## src/fprra_regs.svh

```systemverilog
// Register offsets, flag masks and number-format constants of the
// reciprocal approximation unit; included by its bare name.
`ifndef FPRRA_REGS_SVH
`define FPRRA_REGS_SVH

// ------------------------------------------------------------
// Register offsets
// ------------------------------------------------------------
`define FPRRA_ADDR_STATUS 4'h0
`define FPRRA_ADDR_MASK 4'h4

// ------------------------------------------------------------
// Exception flag masks (status, mask and flag_bits share them)
// ------------------------------------------------------------
`define FPRRA_F_INVALID 8'h01
`define FPRRA_F_SRC_NAN 8'h02
`define FPRRA_F_DIVZERO 8'h04
`define FPRRA_F_INFRES 8'h08
`define FPRRA_F_OVER 8'h10
`define FPRRA_F_UNDER 8'h20
`define FPRRA_F_INEXACT 8'h40
`define FPRRA_F_SRC_DEN 8'h80
`define FPRRA_F_NONE 8'h00

// ------------------------------------------------------------
// Number formats
// ------------------------------------------------------------
`define FPRRA_NAN_SP 32'h7FFF_FFFF
`define FPRRA_NAN_DP 64'h7FFF_FFFF_FFFF_FFFF
`define FPRRA_BIAS_SP 13'h007F
`define FPRRA_BIAS_DP 13'h03FF
`define FPRRA_EMAX_SP 11'h0FF
`define FPRRA_EMAX_DP 11'h7FF
`define FPRRA_SP_PAD 29

`endif

```

## src/fprra_pkg.sv

```systemverilog
// Types of the reciprocal approximation unit.
// Assumes fprra_regs.svh for all numeric constants.
package fprra_pkg;

   // Operation select, driven by the decode stage
   typedef enum logic [2:0] {
      OP_RCP_DP,
      OP_RCP_SP,
      OP_RSQ_DP,
      OP_RSQ_SP,
      OP_WIDEN
   } fprra_op_t;

   typedef logic [255:0][7:0] fprra_rtab_t;
   typedef logic [511:0][7:0] fprra_stab_t;

   typedef struct packed {
      logic lo_we;
      logic [31:0] lo;
      logic hi_pend;
      logic [31:0] hi_buf;
      logic hi_we;
      logic [31:0] hi;
      logic fl_vld;
      logic [7:0] fl;
      logic [7:0] sts;
      logic [7:0] msk;
      logic [31:0] rdata;
      logic irq;
   } fprra_state_t;

endpackage

```

## src/fprra_unit.sv

```systemverilog
// Reciprocal / reciprocal-square-root seed and single-to-double unit.
// Assumes operands from register-file logic on ref_clk, one issue per
// cycle, and a plain register port for the exception status.
//
// Overview of operation
// (RULE_01) Signalling NaN: default NaN, invalid and NaN flags
// (RULE_02) Quiet NaN: default NaN, NaN flag only
// (RULE_03) Reciprocal denormal: signed infinity, five flags
// (RULE_04) Zero source: signed infinity, divide and infinity
// (RULE_05) Reciprocal of infinity: signed zero, no flags
// (RULE_06) Reciprocal underflow: signed zero, inexact and underflow
// (RULE_07) Exact exponent, eight-bit accurate mantissa seed
// (RULE_08) Single reciprocal written in first stage
// (RULE_09) Double source read low and high together
// (RULE_10) Double result: low word, then high word
// (RULE_11) Negative normal root source gives invalid NaN
// (RULE_12) Root of denormal: infinity, divide, inexact, denormal
// (RULE_13) Root of positive infinity gives positive zero
// (RULE_14) Root seed offered in single and double
// (RULE_15) Single-to-double writes low then high word
// (RULE_16) Single-to-double flushes denormal to signed zero
// (RULE_17) Single-to-double infinity sets only infinity flag
// (RULE_18) Failed predicate leaves results and flags unchanged
`timescale 1ns/10ps
`include "fprra_regs.svh"

module fprra_unit import fprra_pkg::*; (
   input wire logic ref_clk, // CPU clock, 100 MHz
   input wire logic rst_b, // Asynchronous reset
   input wire logic issue, // Operation issued this cycle
   input wire logic pred_pass, // Predicate test passed
   input wire fprra_op_t op, // Operation select
   input wire logic [31:0] src1_data, // Low word of double source
   input wire logic [31:0] src2_data, // Single source or high word
   output logic res_lo_we, // Low or single result write
   output logic [31:0] res_lo, // Low or single result word
   output logic res_hi_we, // High result write
   output logic [31:0] res_hi, // High result word
   output logic flag_vld, // Flags of the last operation valid
   output logic [7:0] flag_bits, // Flags of the last operation
   input wire logic [3:0] reg_addr, // Register address
   input wire logic [31:0] reg_wdata, // Register write data
   input wire logic reg_wr, // Register write strobe
   input wire logic reg_rd, // Register read strobe
   output logic [31:0] reg_rdata, // Read data, cycle after strobe
   output logic irq // Unmasked status pending
);

   // ------------------------------------------------------------
   // Seed tables
   // ------------------------------------------------------------
   // Midpoint of each mantissa slice, reciprocal scaled by 512
   function automatic fprra_rtab_t rcp_table();
      fprra_rtab_t t;
      int q;
      for (int i = 0; i < 256; i++) begin
         q = 32'h0004_0000 / (32'h0000_0201 + 2 * i);
         t[i] = 8'(q);
      end
      return t;
   endfunction

   // Index bit 8 picks an odd exponent (source doubled)
   function automatic fprra_stab_t rsq_table();
      fprra_stab_t t;
      int v;
      int n;
      int r;
      int b;
      for (int k = 0; k < 512; k++) begin
         v = (32'h0000_0201 + 2 * (k % 256)) * (k / 256 + 1);
         n = 32'h0800_0000 / v;
         r = 0;
         for (b = 8; b >= 0; b--) begin
            if ((r | (1 << b)) * (r | (1 << b)) <= n) begin
               r = r | (1 << b);
            end
         end
         t[k] = 8'(r);
      end
      return t;
   endfunction

   localparam fprra_rtab_t RCP_TAB = rcp_table();
   localparam fprra_stab_t RSQ_TAB = rsq_table();

   // Builds a result in either precision; single lands in the low word
   function automatic logic [63:0] fp_pack(input logic dp, input logic s,
                                           input logic [10:0] ex,
                                           input logic [51:0] fr);
      if (dp) begin
         fp_pack = {s, ex, fr};
      end else begin
         fp_pack = {32'h0000_0000, s, ex[7:0], fr[51:`FPRRA_SP_PAD]};
      end
   endfunction

   // ------------------------------------------------------------
   // Datapath
   // ------------------------------------------------------------
   logic go;
   logic dp_src;
   logic dp_res;
   logic is_rcp;
   logic is_rsq;
   logic sgn;
   logic [10:0] ex;
   logic [51:0] fr;
   logic [10:0] emax;
   logic [12:0] bias;
   logic zero;
   logic den;
   logic inf;
   logic nan;
   logic snan;
   logic frnz;
   logic odd;
   logic under;
   logic signed [12:0] e;
   logic signed [12:0] rexp;
   logic signed [12:0] rb;
   logic [7:0] mant;
   logic [63:0] dnan;
   logic [63:0] res;
   logic [7:0] flg;

   assign go = issue & pred_pass;

   always_comb begin
      dp_src = (op == OP_RCP_DP) || (op == OP_RSQ_DP);
      dp_res = dp_src || (op == OP_WIDEN);
      is_rcp = (op == OP_RCP_DP) || (op == OP_RCP_SP);
      is_rsq = (op == OP_RSQ_DP) || (op == OP_RSQ_SP);
      sgn = src2_data[31];
      if (dp_src) begin
         ex = src2_data[30:20];
         fr = {src2_data[19:0], src1_data}; // RULE_09
         emax = `FPRRA_EMAX_DP;
         bias = `FPRRA_BIAS_DP;
      end else begin
         ex = {3'h0, src2_data[30:23]};
         fr = {src2_data[22:0], {`FPRRA_SP_PAD{1'b0}}};
         emax = `FPRRA_EMAX_SP;
         bias = `FPRRA_BIAS_SP;
      end
      frnz = |fr;
      zero = (ex == 11'h000) && !frnz;
      den = (ex == 11'h000) && frnz;
      inf = (ex == emax) && !frnz;
      nan = (ex == emax) && frnz;
      snan = nan && !fr[51];
      e = $signed({2'h0, ex}) - $signed(bias);
      odd = e[0];
      if (is_rsq) begin
         // Exact power of four needs no seed; its exponent is halved and negated with no decrement
         rexp = -(e >>> 1) - $signed({12'h000, frnz | odd}); // RULE_07 RULE_14
         mant = (frnz | odd) ? RSQ_TAB[{odd, fr[51:44]}] : 8'h00;
      end else begin
         rexp = -e - $signed({12'h000, frnz}); // RULE_07
         mant = frnz ? RCP_TAB[fr[51:44]] : 8'h00;
      end
      rb = rexp + $signed(bias);
      under = is_rcp && (rb <= 13'sh0000) && !(zero || den || inf || nan); // RULE_06
      dnan = dp_res ? `FPRRA_NAN_DP : {32'h0000_0000, `FPRRA_NAN_SP};
      res = fp_pack(dp_res, sgn, rb[10:0], {mant, 44'h000_0000_0000});
      flg = `FPRRA_F_NONE;
      if (nan) begin
         res = dnan;
         flg = snan ? (`FPRRA_F_INVALID | `FPRRA_F_SRC_NAN) : `FPRRA_F_SRC_NAN; // RULE_01 RULE_02
      end else begin
         unique case (op)
            OP_WIDEN: begin
               if (den) begin
                  res = fp_pack(1'b1, sgn, 11'h000, 52'h0); // RULE_16
                  flg = `FPRRA_F_INEXACT | `FPRRA_F_SRC_DEN; // RULE_16
               end else if (inf) begin
                  res = fp_pack(1'b1, sgn, `FPRRA_EMAX_DP, 52'h0);
                  flg = `FPRRA_F_INFRES; // RULE_17
               end else if (zero) begin
                  res = fp_pack(1'b1, sgn, 11'h000, 52'h0);
               end else begin
                  res = fp_pack(1'b1, sgn, 11'(e + `FPRRA_BIAS_DP), fr); // RULE_15
               end
            end
            OP_RCP_DP, OP_RCP_SP: begin
               if (den) begin
                  res = fp_pack(dp_res, sgn, emax, 52'h0);
                  flg = `FPRRA_F_DIVZERO | `FPRRA_F_INFRES | `FPRRA_F_OVER
                        | `FPRRA_F_INEXACT | `FPRRA_F_SRC_DEN; // RULE_03
               end else if (zero) begin
                  res = fp_pack(dp_res, sgn, emax, 52'h0);
                  flg = `FPRRA_F_DIVZERO | `FPRRA_F_INFRES; // RULE_04
               end else if (inf) begin
                  res = fp_pack(dp_res, sgn, 11'h000, 52'h0); // RULE_05
               end else if (under) begin
                  res = fp_pack(dp_res, sgn, 11'h000, 52'h0); // RULE_06
                  flg = `FPRRA_F_INEXACT | `FPRRA_F_UNDER; // RULE_06
               end
            end
            OP_RSQ_DP, OP_RSQ_SP: begin
               if (den) begin
                  res = fp_pack(dp_res, sgn, emax, 52'h0);
                  flg = `FPRRA_F_DIVZERO | `FPRRA_F_INEXACT | `FPRRA_F_SRC_DEN; // RULE_12
               end else if (zero) begin
                  res = fp_pack(dp_res, sgn, emax, 52'h0);
                  flg = `FPRRA_F_DIVZERO | `FPRRA_F_INFRES; // RULE_04
               end else if (sgn) begin
                  res = dnan;
                  flg = `FPRRA_F_INVALID; // RULE_11
               end else if (inf) begin
                  res = fp_pack(dp_res, 1'b0, 11'h000, 52'h0); // RULE_13
               end
            end
            default: begin
               res = dnan;
               flg = `FPRRA_F_NONE;
            end
         endcase
      end
   end

   // ------------------------------------------------------------
   // State
   // ------------------------------------------------------------
   fprra_state_t s_reg;
   fprra_state_t s_next;

   always_comb begin
      s_next = s_reg;
      s_next.lo_we = go; // RULE_08 RULE_18
      s_next.fl_vld = go; // RULE_18
      if (go) begin
         s_next.lo = res[31:0]; // RULE_08
         s_next.hi_buf = res[63:32];
         s_next.fl = flg;
      end
      s_next.hi_pend = go && dp_res; // RULE_10 RULE_15
      s_next.hi_we = s_reg.hi_pend; // RULE_10
      if (s_reg.hi_pend) begin
         s_next.hi = s_reg.hi_buf;
      end
      if (reg_wr && (reg_addr == `FPRRA_ADDR_MASK)) begin
         s_next.msk = reg_wdata[7:0];
      end
      s_next.rdata = 32'h0000_0000;
      if (reg_rd && (reg_addr == `FPRRA_ADDR_STATUS)) begin
         s_next.rdata = {24'h00_0000, s_reg.sts};
         s_next.sts = 8'h00;
      end else if (reg_rd && (reg_addr == `FPRRA_ADDR_MASK)) begin
         s_next.rdata = {24'h00_0000, s_reg.msk};
      end
      // A new flag beats a read-clear in the same cycle
      if (go) begin
         s_next.sts = s_next.sts | flg; // RULE_18
      end
      s_next.irq = |(s_next.sts & s_next.msk);
   end

   always_ff @(posedge ref_clk or negedge rst_b) begin
      if (!rst_b) begin
         s_reg <= '0;
      end else begin
         s_reg <= s_next;
      end
   end

   assign res_lo_we = s_reg.lo_we;
   assign res_lo = s_reg.lo;
   assign res_hi_we = s_reg.hi_we;
   assign res_hi = s_reg.hi;
   assign flag_vld = s_reg.fl_vld;
   assign flag_bits = s_reg.fl;
   assign reg_rdata = s_reg.rdata;
   assign irq = s_reg.irq;
endmodule

```

## config.mk

```make
export PLATFORM = sky130hd
export DESIGN_NAME = fprra_unit
export DESIGN_NICKNAME = d
export VERILOG_FILES = /design/src/fprra_pkg.sv /design/src/fprra_unit.sv
export VERILOG_INCLUDE_DIRS = /design/src
export SDC_FILE = /design/constraint.sdc
export NUM_CORES = 1
export LEC_CHECK = 0
export ABC_AREA = 0
export BUFFER_PORTS_ARGS = -buffer_cell sky130_fd_sc_hd__buf_2
export CAP_MARGIN = 10
export CELL_PAD_IN_SITES_DETAIL_PLACEMENT = 1
export CELL_PAD_IN_SITES_GLOBAL_PLACEMENT = 2
export CORE_MARGIN = 3
export CORE_UTILIZATION = 34
export DETAILED_ROUTE_END_ITERATION = 8
export GPL_ROUTABILITY_DRIVEN = 0
export PLACE_DENSITY_LB_ADDON = 0.1
export SYNTH_ARGS = -nofsm -noshare
export SYNTH_HDL_FRONTEND = slang
export SYNTH_SLANG_ARGS = --single-unit
```

## constraint.sdc

```tcl
create_clock -name ref_clk -period 2.1 [get_ports ref_clk]
set_clock_uncertainty 0.2 [all_clocks]
set_input_delay 0.315 -clock ref_clk [delete_from_list [all_inputs] [get_ports ref_clk]]
set_output_delay 0.315 -clock ref_clk [all_outputs]
set_load 0.01 [all_outputs]
```

Yosys cells after proc, flatten, opt, wreduce, memory -nomap -nowiden
Memory sizes are Yosys's and may differ from the RTL's. Cells that the tools add are included.

$add $sub $neg: 7. Bitwise gates (word level): 4. Equality and inequality tests: 6. Magnitude comparators: 3. Reduce and logical (&&, ||, !) cells: 28. Mux-type cells: 44.

Operators with widths (count): 64-bit two-way mux (12); 63-bit two-way mux (4); 64-bit one-hot mux with 3 select lines (1); 8-bit two-way mux (14); 52-bit two-way mux (1); 52-bit OR reduction (1); 13-bit by 2-bit subtractor with 13-bit output (2); 8-bit one-hot mux with 3 select lines (1); 11-bit two-way mux (2); 7-bit two-way mux (3); 13-bit adder (1); 13-bit by 1-bit less-or-equal comparator with 1-bit output (second input constant) (1); 13-bit two-way mux (1); 11-bit negator with 13-bit output (1); 12-bit negator with 13-bit output (1); 11-bit by 10-bit subtractor with 12-bit output (1); 11-bit by 10-bit adder with 11-bit output (second input constant) (1); 11-bit equality test (1); 1-bit logical AND (11); 11-bit logical NOT (1); 9-bit by 10-bit less-than comparator with 1-bit output (second input constant) (1); 10-bit two-way mux (1); 8-bit by 9-bit less-than comparator with 1-bit output (second input constant) (1); 8-bit bitwise AND (1); other kinds (15) (27).

Bits in read-only memories: 6144. Flip-flop bits (word level): 156. Output and inout bits: 108. Memories: 2. Input port bits: 109.

Memory list: (name not given) (words 512, width 8, read ports 1, clocked after Yosys merged registers in 0, wr ports 0, line fprra_unit.sv:157) `mant = (frnz | odd) ? RSQ_TAB[{odd, fr[51:44]}] : 8'h00;`; (name not given) (words 256, width 8, read ports 1, clocked after Yosys merged registers in 0, wr ports 0, line fprra_unit.sv:160) `mant = frnz ? RCP_TAB[fr[51:44]] : 8'h00;`.

Logic depth before layout (Yosys ltp)
Gate-level depths: netlist (run 1).

Depth in word-level cells: 21. Gate-level depth with buffers: 35.

Worst setup path before layout (run 1)
No wires, ideal clock.

Path kind: input to register. Start: input op[2]. End: register s_reg[113] (netlist bit). Required time: 1.759 ns. Arrival: 6.844 ns. Library setup time: 0.141 ns. Stages on the path: 32. Slack: -5.086 ns. Cell sequence: buf_6 -> clkbuf_1 -> clkbuf_1 -> buf_2 -> o21ai_0 -> nand2_1 -> clkinv_1 -> clkbuf_1 -> ha_1 -> clkbuf_1 -> or4b_2 -> nor3_1 -> and3_1 -> o2111a_1 -> ha_1 -> ha_1 -> ha_1 -> nand2_1 -> and2_1 -> a32oi_1 -> a31oi_1 -> xor2_1 -> a21oi_1 -> ha_1 -> a21o_1 -> nand2_1 -> nand2_1 -> or4_1 -> o21a_1 -> or3_1 -> nand3_1 -> o221ai_1.

Cells in the longest elaborated chain, start to end: 17.

Ends and longest elaborated chain: start: declaration (line fprra_unit.sv:32) `input wire fprra_op_t op,`; 3-bit by 2-bit equality test with 1-bit output / 3-bit logical NOT (equally long branches); 1-bit logical OR (line fprra_unit.sv:130) `dp_src = (op == OP_RCP_DP) || (op == OP_RSQ_DP);`; 11-bit two-way mux (tied with other cells) (line fprra_unit.sv:135) `if (dp_src) begin`; 11-bit by 10-bit subtractor with 12-bit output / 52-bit OR reduction (equally long branches) (line fprra_unit.sv:152, fprra_unit.sv:146); 12-bit negator with 13-bit output (tied with other cells) (line fprra_unit.sv:159) `rexp = -e - $signed({12'h000, frnz});`; 13-bit by 2-bit subtractor with 13-bit output (tied with other cells) (line fprra_unit.sv:159); 13-bit two-way mux / 1-bit logical OR (equally long branches) (line fprra_unit.sv:154, fprra_unit.sv:163); 13-bit adder / 1-bit logical OR (equally long branches) (line fprra_unit.sv:162, fprra_unit.sv:163); 13-bit by 1-bit less-or-equal comparator with 1-bit output / 1-bit logical OR (equally long branches) (line fprra_unit.sv:163) `under = is_rcp && (rb <= 13'sh0000) && !(zero || den || inf || nan);`; 1-bit logical AND / 1-bit logical NOT (equally long branches) (line fprra_unit.sv:163); 1-bit logical AND (line fprra_unit.sv:163); 64-bit two-way mux (line fprra_unit.sv:195) `end else if (under) begin`; 64-bit two-way mux (line fprra_unit.sv:193) `end else if (inf) begin`; 64-bit two-way mux (line fprra_unit.sv:190) `end else if (zero) begin`; 64-bit two-way mux (line fprra_unit.sv:186) `if (den) begin`; 64-bit one-hot mux with 3 select lines (line fprra_unit.sv:171) `unique case (op)`; 64-bit two-way mux (*) (line fprra_unit.sv:167) `if (nan) begin`; end signal: assignment (line fprra_unit.sv:263) `s_reg <= s_next;`; end: declaration (line fprra_unit.sv:225) `fprra_state_t s_reg;`.

Every way passes the cells marked *; elsewhere a longest branch is shown, timed or not. A chain may end at the register's enable or synchronous reset.

Worst setup path after layout (run 1)
Start: input op[0]. End: register s_reg (netlist bit res_lo[21]).

Cells in the longest elaborated chain, start to end: 17.

Ends and longest elaborated chain (line): 3-bit by 2-bit equality test with 1-bit output / 3-bit logical NOT (equally long branches); 1-bit logical OR (fprra_unit.sv:130); 11-bit two-way mux (tied with other cells) (fprra_unit.sv:135); 11-bit by 10-bit subtractor with 12-bit output / 52-bit OR reduction (equally long branches) (fprra_unit.sv:152, fprra_unit.sv:146); 12-bit negator with 13-bit output (tied with other cells) (fprra_unit.sv:159); 13-bit by 2-bit subtractor with 13-bit output (tied with other cells) (fprra_unit.sv:159); 13-bit two-way mux / 1-bit logical OR (equally long branches) (fprra_unit.sv:154, fprra_unit.sv:163); 13-bit adder / 1-bit logical OR (equally long branches) (fprra_unit.sv:162, fprra_unit.sv:163); 13-bit by 1-bit less-or-equal comparator with 1-bit output / 1-bit logical OR (equally long branches) (fprra_unit.sv:163); 1-bit logical AND / 1-bit logical NOT (equally long branches) (fprra_unit.sv:163); 1-bit logical AND (fprra_unit.sv:163); 64-bit two-way mux (fprra_unit.sv:195); 64-bit two-way mux (fprra_unit.sv:193); 64-bit two-way mux (fprra_unit.sv:190); 64-bit two-way mux (fprra_unit.sv:186); 64-bit one-hot mux with 3 select lines (fprra_unit.sv:171); 64-bit two-way mux (*) (fprra_unit.sv:167).

Every way passes the cells marked *; elsewhere a longest branch is shown, timed or not. The select of a mux whose other input is x is not followed.

==> reports/metrics.cfg, run 1 <==
[sta]
timing.hold.ws_ns = 0.0781
fin_crit_sh = 2.66
layout_setup_ws_ns = -3.49
max_freq_ghz = 0.179
worst_pin_slew_ns = 0.761
finalCriticalPeriod_ns = 5.59
maxSlewViolCount = 0
slew_headroom = 0.487
grt_setup_unrepaired = yes
final.setup.tns_ns = -183.55
finalHoldViolCount = 0
finalSetupViolations = 81

[placement]
place_inst = 2585
dp_slack_ns = -4.13
io_buffers = 168
dpl.hpwl_mm = 48.5
place_area_um2 = 17200

[floorplan]
io_pins = 217
die_area_um2 = 40100
start_util = 0.347
core_area_um2 = 37000
die_w_um = 200
die_h_um = 200
num_rows = 70

[global_route]
grt_max_degree = 61
top_usage_layer = met2
grtUsageMet2 = 0.498
grt_pass1_vias = 16106
grtUsageMet1 = 0.406
antenna_found_initial = 0
grt_overflow = 0
gr-usage-all-layers = 0.303
use_met3 = 0.0442
grt_pass1_wl_mm = 97.0

[routing]
drtIter0Drc = 1558
vias_per_cell = 5.88
drc_errors = 0
routedWlPerCell_um = 23.8
via_count = 15559
wirelength_mm = 63.0
firstDrtPassIters = 5
final_antenna_net_count = 0

[final_layout]
syn_to_final_growth_pct = 43.2
drive_gt1_frac = 0.403
stdcell_area_um2 = 18400
largest_register_ffs = 48
regArea_um2 = 3300
nets = 2283
multiInputGateArea_um2 = 8690
instances_no_fill = 2647
diodes = 0
n_fill_cell = 4517

[critical_path]
end_kind = flop
crit_required_ns = 2.21
crit_top_cell = ha_4
max_stage_delay_ns = 0.51
startpoint_type = primary input
crit_fanout = 5
crit_slowest_cell = or4_1
arrival_ns = 5.70
path_class = primary input to flop

[outcome]
failed_checks = negative setup slack
status = finished with violations

[clock_network]
htreeDepth = 4
root_buffer = clkbuf_16
clock_path_buffers = 2
cts_buffers = 17
clk_pin_slew_worst_paths_ns = 0.06
clk_latency_ns = 0.42
cts_num_sinks = 132
cts_tree = yes

[synthesis]
ys_seq_area_frac = 0.257
synthFlopType = dfrtp_1
synth_edf_count = 0
synth_top_cell_area_share = 0.257
ys_async_sr_fraction = 1.00
yosys.cell_count.top_type = a21oi_1
synth_common_cells = a21oi_1 (166), nand2_1 (137), o21ai_0 (134), dfrtp_1 (132), clkbuf_1 (108)
synth_area_leaders = dfrtp_1 (26%), a21oi_1 (6.5%), buf_4 (6.1%), o21ai_0 (5.2%), ha_1 (4.3%)
synth_largest_area_cell = dfrtp_1
ys_seq_elements = 132
syn-mean-instance-area_um2 = 7.82
synth.cell_area_um2 = 12800
synth_cells = 1642
yosys_warnings = 0
synth.distinct_cells = 91

[power_and_ir_drop]
p_per_area_nw_per_um2 = 648
vdd_drop_max_mv = 0.560
leakage_nw = 8.43

[job]
maxCapViolations = 0

[worst_hold_path]
hold_path.class = primary input to flop

power breakdown:
part / switching (mW) / total [mW] / leakage [nW] / internal (mW)
clock: 1.07 / 3.07 / 0.294 / 2.01
sequential: 0.211 / 3.07 / 1.71 / 2.86
combinational: 3.16 / 5.78 / 6.42 / 2.61
repair_timing:
action | CTS | global route
setup endpoints to repair | 81 | 81
pin swaps | 35 | 16
gates cloned | 2 | 1
setup buffers | 14 | 7
hold buffers | 7 | 0
hold endpoints to repair | 116 | 0
gates resized for setup | 43 | 32
cell type report:
type / count / share of cell area
flip-flops and latches: 132 / 0.180
clock buffers: 22 / 0.0247
repair buffers: 688 / 0.274
clock inverters: 10 / 0.00844
inverters: 29 / 0.00640
multi-input cells: 1262 / 0.473
well taps: 504 / 0.0343
worst max-delay path, delay by kind of cell:
family / cells / cell delay (ns)
AO/OA/AOI/OAI: 8 / 1.62
AND/OR/NAND/NOR: 10 / 2.03
multiplexers: 1 / 0.32
adder cells (fa/ha/maj): 5 / 0.89
XOR/XNOR: 1 / 0.16
buffers and inverters: 3 / 0.36
logic make-up (layout without fill, tap and decap cells):
kind of cell	after synthesis	in the layout	synth area share
DFF	132	132	0.257
other	1	24	0.000292
adders and majority gates	45	45	0.0437
AOI/OAI and AO/OA	658	658	0.342
and+or+nand+nor	430	431	0.160
xor gates and xnor gates	37	37	0.0252
buffers and inverters	272	749	0.113
muxes	67	67	0.0582
stage by stage:
stage | utilization | total power, mW
after floorplan | - | 6.04
after global placement | 0.465 | 8.37
after detailed placement | 0.465 | 8.51
after CTS | 0.493 | 11.8
after global routing | 0.497 | 12.5
final | 0.497 | 11.9
layer usage:
layer,vias to the layer above,share of wire
met1,7738,0.44
li1,7057,-
met2,621,0.46
met4,0,0.035
met5,-,0
met3,143,0.064
layout by cell type, fill, tap and decap left out, types with 30 or more instances in the layout:
master      n
o211ai_1   38
nand2_1   126
nor2_1    102
buf_2     166
a21oi_1   160
a221oi_1   30
dfrtp_1   132
buf_4     486
mux2_2     45
nand3_1    32
nor3_1     34
o21ai_0   120
ha_1       36
worst paths after layout:
path,start,end,slack [ns],depth (start not counted)
min reg2reg,flag_bits[7],flag_bits[7],0.27,1
min in group asynchronous,rst_b,reg_rdata[7],0.18,2
max in group asynchronous,rst_b,res_hi[28],0.91,3
max,op[0],res_lo[21],-3.49,28
min,src2_data[0],res_lo[29],0.08,3
max reg2reg,s_reg[38],irq,-0.16,6
No activity file was read; power rests on OpenSTA's default activity.
==> inputs of run 2 (changes only) <==
- CTS_BUF_LIST: not set -> sky130_fd_sc_hd__clkbuf_8 sky130_fd_sc_hd__clkbuf_16
==> reports/metrics.cfg, run 2 (synthesis results as in run 1) <==
[outcome]
status = finished with violations
failed_checks = negative setup slack

[global_route]
gr-usage-all-layers = 0.303  ; unchanged
grt_pass1_vias = 16106  ; unchanged
grt_pass1_wl_mm = 97.0  ; unchanged
antenna_found_initial = 0  ; unchanged
grt_max_degree = 61  ; unchanged
grt_overflow = 0  ; unchanged

[final_layout]
largest_register_ffs = 48  ; unchanged
diodes = 0  ; unchanged
syn_to_final_growth_pct = 43.2  ; unchanged
final_cell_mix = buf_4 (486), buf_2 (166), a21oi_1 (160), dfrtp_1 (132), nand2_1 (126)
n_fill_cell = 4517  ; unchanged
final_common_cell = buf_4
stdcell_area_um2 = 18400  ; unchanged
nets = 2283  ; unchanged
drive_gt1_frac = 0.403  ; unchanged
instances_no_fill = 2647  ; unchanged

[job]
maxCapViolations = 0  ; unchanged

[sta]
grt_setup_unrepaired = yes
max_freq_ghz = 0.179  ; about the same
finalSetupViolations = 81  ; unchanged
slew_headroom = 0.490  ; +0.00299
maxSlewViolCount = 0  ; unchanged
final.setup.tns_ns = -184.53  ; -0.975 ns
fin_crit_sh = 2.66  ; about the same
finalHoldViolCount = 0  ; unchanged
finalCriticalPeriod_ns = 5.59  ; +0.000160 ns
worst_pin_slew_ns = 0.756  ; -0.00444 ns
layout_setup_ws_ns = -3.49  ; -0.000160 ns
timing.hold.ws_ns = 0.0783  ; +0.000228 ns

[placement]
place_area_um2 = 17200  ; unchanged
dpl.hpwl_mm = 48.5  ; unchanged
io_buffers = 168  ; unchanged
place_inst = 2585  ; unchanged
dp_slack_ns = -4.13  ; unchanged

[routing]
routedWlPerCell_um = 23.8  ; about the same
vias_per_cell = 5.90  ; +0.42%
drtIter0Drc = 1552  ; -0.39%
final_antenna_net_count = 0  ; unchanged
via_count = 15624  ; +0.42%
drc_errors = 0  ; unchanged
firstDrtPassIters = 5  ; unchanged
wirelength_mm = 63.1  ; about the same

[floorplan]
die_h_um = 200  ; unchanged
start_util = 0.347  ; unchanged
num_rows = 70  ; unchanged
die_w_um = 200  ; unchanged
die_area_um2 = 40100  ; unchanged
core_area_um2 = 37000  ; unchanged
io_pins = 217  ; unchanged

[clock_network]
root_buffer = clkbuf_16
clk_latency_ns = 0.42  ; about the same
clk_pin_slew_worst_paths_ns = 0.06  ; about the same
cts_buffers = 17  ; unchanged
htreeDepth = 4  ; unchanged
cts_tree = yes
cts_num_sinks = 132  ; unchanged
clock_path_buffers = 2  ; unchanged

[critical_path]
crit_top_cell = ha_4
rr_worst_depth = 6  ; unchanged
max_stage_delay_ns = 0.51  ; about the same
r2r-start = s_reg[38]
reg2reg_slack_ns = -0.16  ; about the same
r2r-end = irq
arrival_ns = 5.70  ; about the same
path_class = primary input to flop
crit_slowest_cell = or4_1
end_kind = flop
startpoint_type = primary input
crit_fanout = 5  ; unchanged
crit_required_ns = 2.21  ; about the same

[power_and_ir_drop]
vdd_drop_max_mv = 0.562  ; +0.29%
pwr-share-clk = 0.257  ; about the same
p_seq_frac = 0.258  ; about the same
leakage_nw = 8.44  ; +0.20%
combPwrFrac = 0.485  ; about the same
p_int_mw = 7.46  ; -0.27%
switching_share = 0.373  ; +0.000541
p_per_area_nw_per_um2 = 647  ; -0.18%
switchingPower_mw = 4.44  ; about the same

[worst_hold_path]
hp-start = src2_data[0]
hold_path.class = primary input to flop
whs_path_depth = 3  ; unchanged
hold_path_end = res_lo[29]

[run 2: what timing repair did]
action                     4_1_cts  5_1_grt
hold endpoints to repair       116        0
resized for setup               43       32
pin swaps                       35       16
gates cloned                     2        1
setup endpoints to repair       81       81
setup buffers                   14        7
hold buffers                     7        0
[run 2: worst max path at each step]
stage | from | end | slack, ns | cells past startpoint
after floorplan | op[2] | res_lo[21] | -4.08 | 33
after global placement | op[2] | res_lo[18] | -3.93 | 28
after detailed placement | op[2] | res_lo[18] | -4.13 | 28
after CTS | op[0] | res_lo[21] | -3.46 | 31
after global routing | op[0] | res_lo[24] | -3.68 | 31
final | op[0] | res_lo[21] | -3.49 | 28
[run 2: layout make-up]
| type | instances | area [µm²] | share of cell area |
|---|---|---|---|
| well taps | 504 | 631 | 0.0343 |
| repair buffers | 688 | 5030 | 0.274 |
| clock buffers | 18 | 439 | 0.0239 |
| multi-input cells | 1262 | 8690 | 0.473 |
| flip-flops and latches | 132 | 3300 | 0.180 |
| clock inverters | 14 | 170 | 0.00926 |
| inverters | 29 | 118 | 0.00640 |
[run 2: layer usage]
metal  part of all wire  global-route usage
met1               0.44               0.406
met2               0.46               0.498
met3              0.065              0.0442
met4              0.037               0.109
met5                  0                   0
[run 2: worst max-delay path: cells and delay by family]
| kind | cells | cell delay, ns |
|---|---|---|
| AOI/OAI and AO/OA | 8 | 1.62 |
| xor gates and xnor gates | 1 | 0.16 |
| adders and majority gates | 5 | 0.89 |
| buffers and inverters | 3 | 0.36 |
| muxes | 1 | 0.32 |
| and+or+nand+nor | 10 | 2.03 |
[run 2: stage by stage]
step                       util  power [mW]
after floorplan               -        6.04
after global placement    0.465        8.37
after detailed placement  0.465        8.51
after CTS                 0.493        11.8
after global routing      0.497        12.5
final                     0.497        11.9
[run 2: power groups by stage]
stage / Clock [mW] / Sequential, mW / Combinational [mW]
6_report: 3.05 / 3.07 / 5.78
5_1_grt: 3.23 / 3.10 / 6.19
3_3_place_gp: 0 / 3.09 / 5.28
2_1_floorplan: 0 / 3.02 / 3.02
3_5_place_dp: 0 / 3.10 / 5.41
4_1_cts: 3.10 / 3.07 / 5.60
